==> config.mk <==
export PLATFORM = sky130hd
export DESIGN_NAME = mmd_decoder
export DESIGN_NICKNAME = d
export VERILOG_FILES = /design/src/include/mmd_pkg.sv /design/src/include/mmd_dec_if.sv /design/src/logic/mmd_region_dec.sv /design/src/logic/mmd_decoder.sv
export VERILOG_INCLUDE_DIRS = /design/src /design/src/include
export SDC_FILE = /design/constraint.sdc
export NUM_CORES = 1
export LEC_CHECK = 0
export BUFFER_PORTS_ARGS = -buffer_cell sky130_fd_sc_hd__buf_4
export CAP_MARGIN = 20
export CORE_MARGIN = 1.5
export CORE_UTILIZATION = 43
export DETAILED_ROUTE_END_ITERATION = 8
export PLACE_DENSITY_LB_ADDON = 0.08
export SYNTH_ARGS = -nofsm -noshare
export SYNTH_HDL_FRONTEND = slang
export SYNTH_SLANG_ARGS = --single-unit
==> constraint.sdc <==
create_clock -name clk_i -period 3.1 [get_ports clk_i]
set_input_delay 0.62 -clock clk_i [delete_from_list [all_inputs] [get_ports clk_i]]
set_output_delay 0.62 -clock clk_i [all_outputs]
set_load 0.02 [all_outputs]
==> src/include/mmd_map.svh <==
// address bounds and selection codes for the internal memory map decoder
`ifndef MMD_MAP_SVH
`define MMD_MAP_SVH

// ****************************************************************
// mapping selection codes
// ****************************************************************
`define MMD_SEL_LOW      4'h0
`define MMD_SEL_HIGH     4'hf

// ****************************************************************
// internal data area, low placement
// ****************************************************************
`define MMD_DLO_L_V12    20'h0f700
`define MMD_DLO_L_V3     20'h0f100
`define MMD_DLO_L_V4     20'h0ee00
`define MMD_DHI_L        20'h0ffff

// ****************************************************************
// internal data area, top placement (runs to the end of space)
// ****************************************************************
`define MMD_DLO_H_V12    20'hff700
`define MMD_DLO_H_V3     20'hff100
`define MMD_DLO_H_V4     20'hfee00

// ****************************************************************
// internal rom, low placement (first window starts at zero)
// ****************************************************************
`define MMD_R0HI_L_V1    20'h0bfff
`define MMD_R0HI_L_V2    20'h0f6ff
`define MMD_R0HI_L_V3    20'h0f0ff
`define MMD_R0HI_L_V4    20'h0fdff
`define MMD_R1LO         20'h10000
`define MMD_R1HI_V3      20'h17fff
`define MMD_R1HI_V4      20'h1ffff

// ****************************************************************
// internal rom, top placement (one window from zero)
// ****************************************************************
`define MMD_RHI_H_V1     20'h0bfff
`define MMD_RHI_H_V2     20'h0ffff
`define MMD_RHI_H_V3     20'h17fff
`define MMD_RHI_H_V4     20'h1ffff

`endif

==> src/include/mmd_pkg.sv <==
// types shared by the internal memory map decoder
`default_nettype none
package mmd_pkg;
    typedef logic [19:0] mmd_addr_t;   // 1 Mbyte linear address
    typedef logic [3:0]  mmd_sel_t;    // mapping selection operand

    // product variant, by internal rom size
    typedef enum logic [1:0] {
        MMD_V48K,
        MMD_V64K,
        MMD_V96K,
        MMD_V128K
    } mmd_variant_e;

    // mapping state since reset
    typedef enum logic [1:0] {
        MMD_MAP_UNSET,
        MMD_MAP_LOW,
        MMD_MAP_HIGH
    } mmd_map_e;
endpackage : mmd_pkg
`default_nettype wire

==> src/include/mmd_dec_if.sv <==
// carrier between the decoder top and its region lookup
`timescale 1ns/10ps
`default_nettype none
interface mmd_dec_if;
    import mmd_pkg::*;
    mmd_addr_t addr;       // address under decode
    logic      map_high;   // data area at the top of space
    logic      data_hit;   // address in internal data area
    logic      rom_hit;    // address in internal rom (raw)

    modport dec  (input addr, input map_high, output data_hit, output rom_hit);
    modport core (output addr, output map_high, input data_hit, input rom_hit);
endinterface : mmd_dec_if
`default_nettype wire

==> src/logic/mmd_region_dec.sv <==
// region lookup: data area and rom windows for one variant
`timescale 1ns/10ps
`default_nettype none
`include "mmd_map.svh"
module mmd_region_dec #(
    parameter mmd_pkg::mmd_variant_e VARIANT = mmd_pkg::MMD_V128K
) (
    mmd_dec_if.dec dif
);
    import mmd_pkg::*;

    // ****************************************************************
    // variant table, resolved at elaboration
    // ****************************************************************
    localparam mmd_addr_t DLO_L = (VARIANT == MMD_V96K)  ? `MMD_DLO_L_V3 :
                                  (VARIANT == MMD_V128K) ? `MMD_DLO_L_V4 : `MMD_DLO_L_V12;
    localparam mmd_addr_t DLO_H = (VARIANT == MMD_V96K)  ? `MMD_DLO_H_V3 :
                                  (VARIANT == MMD_V128K) ? `MMD_DLO_H_V4 : `MMD_DLO_H_V12;
    localparam mmd_addr_t R0HI_L = (VARIANT == MMD_V48K) ? `MMD_R0HI_L_V1 :
                                   (VARIANT == MMD_V64K) ? `MMD_R0HI_L_V2 :
                                   (VARIANT == MMD_V96K) ? `MMD_R0HI_L_V3 : `MMD_R0HI_L_V4;
    localparam mmd_addr_t R1HI_L = (VARIANT == MMD_V96K) ? `MMD_R1HI_V3 : `MMD_R1HI_V4;
    localparam logic      R1_EN  = (VARIANT == MMD_V96K) || (VARIANT == MMD_V128K);
    localparam mmd_addr_t RHI_H = (VARIANT == MMD_V48K) ? `MMD_RHI_H_V1 :
                                  (VARIANT == MMD_V64K) ? `MMD_RHI_H_V2 :
                                  (VARIANT == MMD_V96K) ? `MMD_RHI_H_V3 : `MMD_RHI_H_V4;

    // ****************************************************************
    // window compares
    // ****************************************************************
    wire logic data_lo_hit;   // low placement data window
    wire logic data_hi_hit;   // top placement runs to end of space
    wire logic rom_lo_hit;    // split rom, may overlap data window
    wire logic rom_hi_hit;    // contiguous rom from zero

    assign data_lo_hit  = (dif.addr >= DLO_L) && (dif.addr <= `MMD_DHI_L);
    assign data_hi_hit  = (dif.addr >= DLO_H);
    assign rom_lo_hit   = (dif.addr <= R0HI_L)
                        || (R1_EN && (dif.addr >= `MMD_R1LO) && (dif.addr <= R1HI_L));
    assign rom_hi_hit   = (dif.addr <= RHI_H);
    assign dif.data_hit = dif.map_high ? data_hi_hit : data_lo_hit;
    assign dif.rom_hit  = dif.map_high ? rom_hi_hit : rom_lo_hit;
endmodule : mmd_region_dec
`default_nettype wire

==> src/logic/mmd_decoder.sv <==
// internal memory map decoder: one-time placement, access steering
`timescale 1ns/10ps
`default_nettype none
`include "mmd_map.svh"

// Summary of operation
// - decode every core access over 20-bit space
// - selection places data area and rom
// - setting 0: data area below 10000h
// - setting 0: rom windows per variant
// - setting 0: rom under data area hidden
// - unclaimed goes external only in expansion mode
// - setting 0fh: data area at top
// - setting 0fh: rom contiguous from zero
module mmd_decoder #(
    parameter mmd_pkg::mmd_variant_e VARIANT = mmd_pkg::MMD_V128K
) (
    input  wire logic              clk_i,              // 40 MHz system clock
    input  wire logic              rst_i,              // synchronous, active high
    input  wire logic              map_sel_valid_i,    // core executes selection
    input  wire mmd_pkg::mmd_sel_t data_area_map_select_i, // selection operand
    input  wire logic              acc_valid_i,        // core access request
    input  wire mmd_pkg::mmd_addr_t acc_addr_i,        // core access address
    input  wire logic              ext_mode_i,         // expansion mode active
    output var  logic              out_valid_o,        // decode result valid
    output var  mmd_pkg::mmd_addr_t addr_o,            // address of the result
    output var  logic              sel_data_o,         // internal data area
    output var  logic              sel_rom_o,          // internal rom
    output var  logic              sel_ext_o,          // external memory
    output var  logic              sel_fault_o,        // nothing claims it
    output var  logic              map_done_o,         // selection taken
    output var  logic              map_high_o          // top placement active
);
    import mmd_pkg::*;

    // ****************************************************************
    // mapping state
    // ****************************************************************
    mmd_map_e  state;          // placement since reset
    mmd_map_e  next_state;     // placement after this cycle
    wire logic sel_is_low;     // operand is setting 0
    wire logic sel_is_high;    // operand is setting 0fh
    wire logic map_is_high;    // current placement is top

    assign sel_is_low  = (data_area_map_select_i == `MMD_SEL_LOW);
    assign sel_is_high = (data_area_map_select_i == `MMD_SEL_HIGH);
    assign map_is_high = (state == MMD_MAP_HIGH);

    // first legal selection wins, later ones fall on deaf ears
    always_comb
    begin
        next_state = state;
        unique case (state)
            MMD_MAP_UNSET:
            begin
                // unknown operands are ignored so a later good one still lands
                if (map_sel_valid_i && sel_is_low)
                    next_state = MMD_MAP_LOW;
                else if (map_sel_valid_i && sel_is_high)
                    next_state = MMD_MAP_HIGH;
            end
            MMD_MAP_LOW,
            MMD_MAP_HIGH:
                next_state = state;
            // the spare fourth code falls back to no selection
            default:
                next_state = MMD_MAP_UNSET;
        endcase
    end

    // placement register; before selection the low placement applies
    always_ff @(posedge clk_i)
    begin
        if (rst_i)
            state <= MMD_MAP_UNSET;
        else
            state <= next_state;
    end

    // ****************************************************************
    // region lookup
    // ****************************************************************
    mmd_dec_if dif ();         // carrier to the lookup

    assign dif.addr     = acc_addr_i;      // full 20 bits decoded
    assign dif.map_high = map_is_high;

    mmd_region_dec #(
        .VARIANT (VARIANT)
    ) u_region (
        .dif (dif.dec)
    );

    // ****************************************************************
    // steering decision
    // ****************************************************************
    wire logic next_data;      // data area claims it
    wire logic next_rom;       // rom claims it, data not
    wire logic claimed;        // any internal area claims it
    wire logic next_ext;       // goes to external memory
    wire logic next_fault;     // no target at all

    assign next_data  = acc_valid_i && dif.data_hit;
    // data wins: this is also what hides rom under the data area
    assign next_rom   = acc_valid_i && dif.rom_hit && !dif.data_hit;
    assign claimed    = dif.data_hit || dif.rom_hit;
    assign next_ext   = acc_valid_i && !claimed && ext_mode_i;
    assign next_fault = acc_valid_i && !claimed && !ext_mode_i;

    // one-cycle registered result keeps outputs glitch free
    always_ff @(posedge clk_i)
    begin
        if (rst_i)
        begin
            out_valid_o <= 1'b0;
            addr_o      <= 20'h00000;
            sel_data_o  <= 1'b0;
            sel_rom_o   <= 1'b0;
            sel_ext_o   <= 1'b0;
            sel_fault_o <= 1'b0;
            map_done_o  <= 1'b0;
            map_high_o  <= 1'b0;
        end
        else
        begin
            out_valid_o <= acc_valid_i;
            addr_o      <= acc_addr_i;
            sel_data_o  <= next_data;
            sel_rom_o   <= next_rom;
            sel_ext_o   <= next_ext;
            sel_fault_o <= next_fault;
            map_done_o  <= (next_state != MMD_MAP_UNSET);
            map_high_o  <= (next_state == MMD_MAP_HIGH);
        end
    end

    // ****************************************************************
    // checks: expected windows, kept apart from the lookup table
    // ****************************************************************
    localparam mmd_addr_t CHK_DLO_L = (VARIANT == MMD_V96K)  ? `MMD_DLO_L_V3 :
                                      (VARIANT == MMD_V128K) ? `MMD_DLO_L_V4 : `MMD_DLO_L_V12;
    localparam mmd_addr_t CHK_DLO_H = (VARIANT == MMD_V96K)  ? `MMD_DLO_H_V3 :
                                      (VARIANT == MMD_V128K) ? `MMD_DLO_H_V4 : `MMD_DLO_H_V12;
    localparam mmd_addr_t CHK_RHI_H = (VARIANT == MMD_V48K) ? `MMD_RHI_H_V1 :
                                      (VARIANT == MMD_V64K) ? `MMD_RHI_H_V2 :
                                      (VARIANT == MMD_V96K) ? `MMD_RHI_H_V3 : `MMD_RHI_H_V4;
    localparam mmd_addr_t CHK_R0HI_L = (VARIANT == MMD_V48K) ? `MMD_R0HI_L_V1 :
                                       (VARIANT == MMD_V64K) ? `MMD_R0HI_L_V2 :
                                       (VARIANT == MMD_V96K) ? `MMD_R0HI_L_V3 : `MMD_R0HI_L_V4;
    localparam mmd_addr_t CHK_R1HI   = (VARIANT == MMD_V96K) ? `MMD_R1HI_V3 : `MMD_R1HI_V4;
    localparam logic      CHK_R1_EN  = (VARIANT == MMD_V96K) || (VARIANT == MMD_V128K); // upper rom window exists
endmodule : mmd_decoder
`default_nettype wire

==> flow_metrics.py <==
metrics = {
    "outcome": {
        "status": "finished clean",
    },
    "timing": {
        "tightest_slew_ns": 0.443,
        "rsz0062_at_grt": "false",
        "setup_tns_ns": 0,
        "fin_crit_ns": 1.69,
        "max_slew_margin_pct": 70.2,
        "hold_viol": 0,
        "skew_ns": 0.00731,
        "fmax_ghz": 0.591,
        "period_share_pct": 54.6,
        "setup_viol": 0,
        "maxSlewViolCount": 0,
    },
    "route": {
        "drc": 0,
        "vias": 747,
        "dr.pass1.iters": 4,
        "antenna_left": 0,
        "drt_iter0_drc": 12,
        "avgViaCountPerCell": 4.53,
        "wire_per_inst_um": 10.9,
        "routed_wl_mm": 1.80,
    },
    "worst_setup_path": {
        "crit_path_cell_trace": "buf_4 -> or3_4 -> or3_1 -> a211oi_2 -> nor4_1",
        "arrival_ns": 1.88,
        "worst_path_dominant_cell_family": "simple AND/OR/NAND/NOR gates",
        "reg2reg_depth": 4,
        "r2r_start": "state[1]",
        "cp_max_fo": 4,
        "crit_path_top_delay_cell": "or3_4",
        "critPathBufInv": 1,
        "crit_required_ns": 3.29,
        "end_kind": "flop",
        "r2r_end": "sel_rom_o",
        "path_class": "primary input to flop",
        "slowest_delay_ns": 0.39,
        "critPathLaunchType": "primary input",
        "r2r_slack_ns": 1.67,
    },
    "logic_synthesis": {
        "synth_area_per_cell_sq_um": 11.4,
        "synth_fp_nets": 106,
        "ys_ff_latch": 29,
        "yosysWarnings": 0,
        "synth_cell_type_count": 22,
        "ys_seq_area_share_pct": 66.0,
        "syn-cell-area_sq_um": 880,
        "synthCells": 77,
    },
    "floorplanning": {
        "die_area_sq_um": 2330,
        "die_w_um": 48.2,
        "core_sq_um": 1940,
        "ios": 56,
        "die_h_um": 48.2,
        "num_rows": 16,
        "start_util_pct": 45.3,
    },
    "clocking": {
        "cts.sinks": 29,
        "cts_resized": 0,
        "postCtsSetupBuffers": 0,
        "holdBufCountCts": 0,
        "path_clk_slew_ns": 0.08,
        "clock_latency_ns": 0.32,
        "cts_buffers": 5,
        "clock-root-buffer": "clkbuf_4",
        "cts_buffer_depth": 2,
        "cts_max_level": 2,
        "cts_tree": "yes",
    },
    "flow_run": {
        "maxCapViolCount": 0,
    },
    "finish": {
        "nets": 166,
        "antenna_cells": 0,
        "drive_above_1_share_pct": 49.3,
        "syn_to_final_growth_pct": 57.9,
        "utilization_pct": 71.5,
        "fill_cells": 151,
        "fin_cells": 165,
    },
    "pwr": {
        "p_leak_nw": 0.652,
        "total_power_uw": 746,
        "ir_drop_mv": 0.367,
        "power_density_nw_per_um2": 537,
    },
    "global_routing": {
        "grt_pass1_wl_mm": 2.52,
        "antenna_found_initial": 0,
        "overflow": 0,
        "grt_pass1_vias": 605,
        "grt_usage_pct": 17.3,
        "grt_start_max_net_pins": 25,
    },
    "min_path": {
        "min_path_cells": 2,
        "min-delay-start": "ext_mode_i",
        "holdPathEnd": "sel_fault_o",
        "hold_class": "primary input to flop",
    },
    "place": {
        "gp_congestion": 0.698,
        "dp.cells": 157,
        "dpl.hpwl_mm": 1.32,
        "port_buffers": 55,
    },
}
[synth_stat cells, drive strengths merged]
library cell	count	area, sq um
dfxtp	29	581
nor2b	21	136
nor3	4	20.0
nor4	4	25.0
a31oi	2	12.5
clkbuf	2	7.51
or3	2	17.5
a211oi	1	12.5
a21oi	1	5.00
and2	1	6.26
and3	1	6.26
and4	1	10.0
inv	1	3.75
nand2	1	3.75
nand2b	1	6.26
nand3	1	5.00
nand4	1	6.26
nor2	1	3.75
o21ai	1	5.00
or2	1	6.26
[registers in the layout (all words and copies together) (netlist names)]
signal	cells
addr_o	20
state	2
map_done_o	1
map_high_o	1
out_valid_o	1
sel_data_o	1
sel_ext_o	1
sel_fault_o	1
sel_rom_o	1
[layer usage]
layer  part of all wire, %  GRT usage, %  vias up  wire length, um
li1                      -             -      378                -
met1                    39          17.0      326              700
met2                    45          25.3       38              819
met3                    13          13.3        5              235
met4                   2.6          11.4        0               46
met5                     0             0        -                0
[worst max-delay path by stage]
| stage | from | to | slack, ns | cells past startpoint |
|---|---|---|---|---|
| after global routing | acc_addr_i[17] | sel_data_o | 1.35 | 5 |
| after CTS | acc_addr_i[17] | sel_data_o | 1.42 | 5 |
| after floorplan | acc_addr_i[17] | sel_data_o | 1.29 | 4 |
| after global placement | acc_addr_i[17] | sel_data_o | 1.12 | 5 |
| final | acc_addr_i[17] | sel_rom_o | 1.41 | 5 |
| after detailed placement | acc_addr_i[17] | sel_rom_o | 1.08 | 5 |
[area by class of cell]
| class | count | area (sq um) | area share [%] |
|---|---|---|---|
| flip-flops and latches | 29 | 581 | 41.8 |
| repair buffers | 55 | 413 | 29.7 |
| multi-input cells | 45 | 288 | 20.7 |
| clock buffers | 7 | 65.1 | 4.68 |
| well taps | 27 | 33.8 | 2.43 |
| clock inverters | 1 | 5.00 | 0.360 |
| inverters | 1 | 3.75 | 0.270 |
[worst register-to-register path, stage by stage, from the launching register on]
cell	delay [ns]
dfxtp_1	0.34
nor2b_2	0.17
or3_1	0.36
a211oi_2	0.34
nor4_1	0.10
[metrics by stage]
stage | hold WS (ns) | area [sq um] | worst slack [ns]
3_5_place_dp | 0.465 | 1320 | 1.08
2_1_floorplan | 0.421 | 880 | 1.29
5_1_grt | 0.450 | 1390 | 1.35
3_3_place_gp | 0.451 | 1320 | 1.12
4_1_cts | 0.453 | 1390 | 1.42
6_report | 0.468 | 1390 | 1.41
[cells in the final DEF, fill, tap and decap left out, types with 2 or more instances in the layout]
master,instances
clkbuf_8,2
nor4_1,4
buf_4,55
clkbuf_4,5
nor2b_2,2
nor2b_1,19
nor3_1,4
dfxtp_1,29
a31oi_1,2
[where the power goes]
part           switching [mW]  leakage [nW]  internal, mW
sequential            0.00441         0.240         0.389
clock                   0.122        0.0413         0.131
combinational          0.0460         0.370        0.0531
total                   0.173         0.652         0.574
[kinds of logic (layout without fill, tap and decap cells)]
kind of cell | count (synthesis) | in the layout | share of synthesized area (%)
DFF | 29 | 29 | 66.0
AOI/OAI and AO/OA | 5 | 5 | 3.98
buffers and inverters | 3 | 64 | 1.28
and+or+nand+nor | 40 | 40 | 28.7
Power figures use the tool's default switching activity.
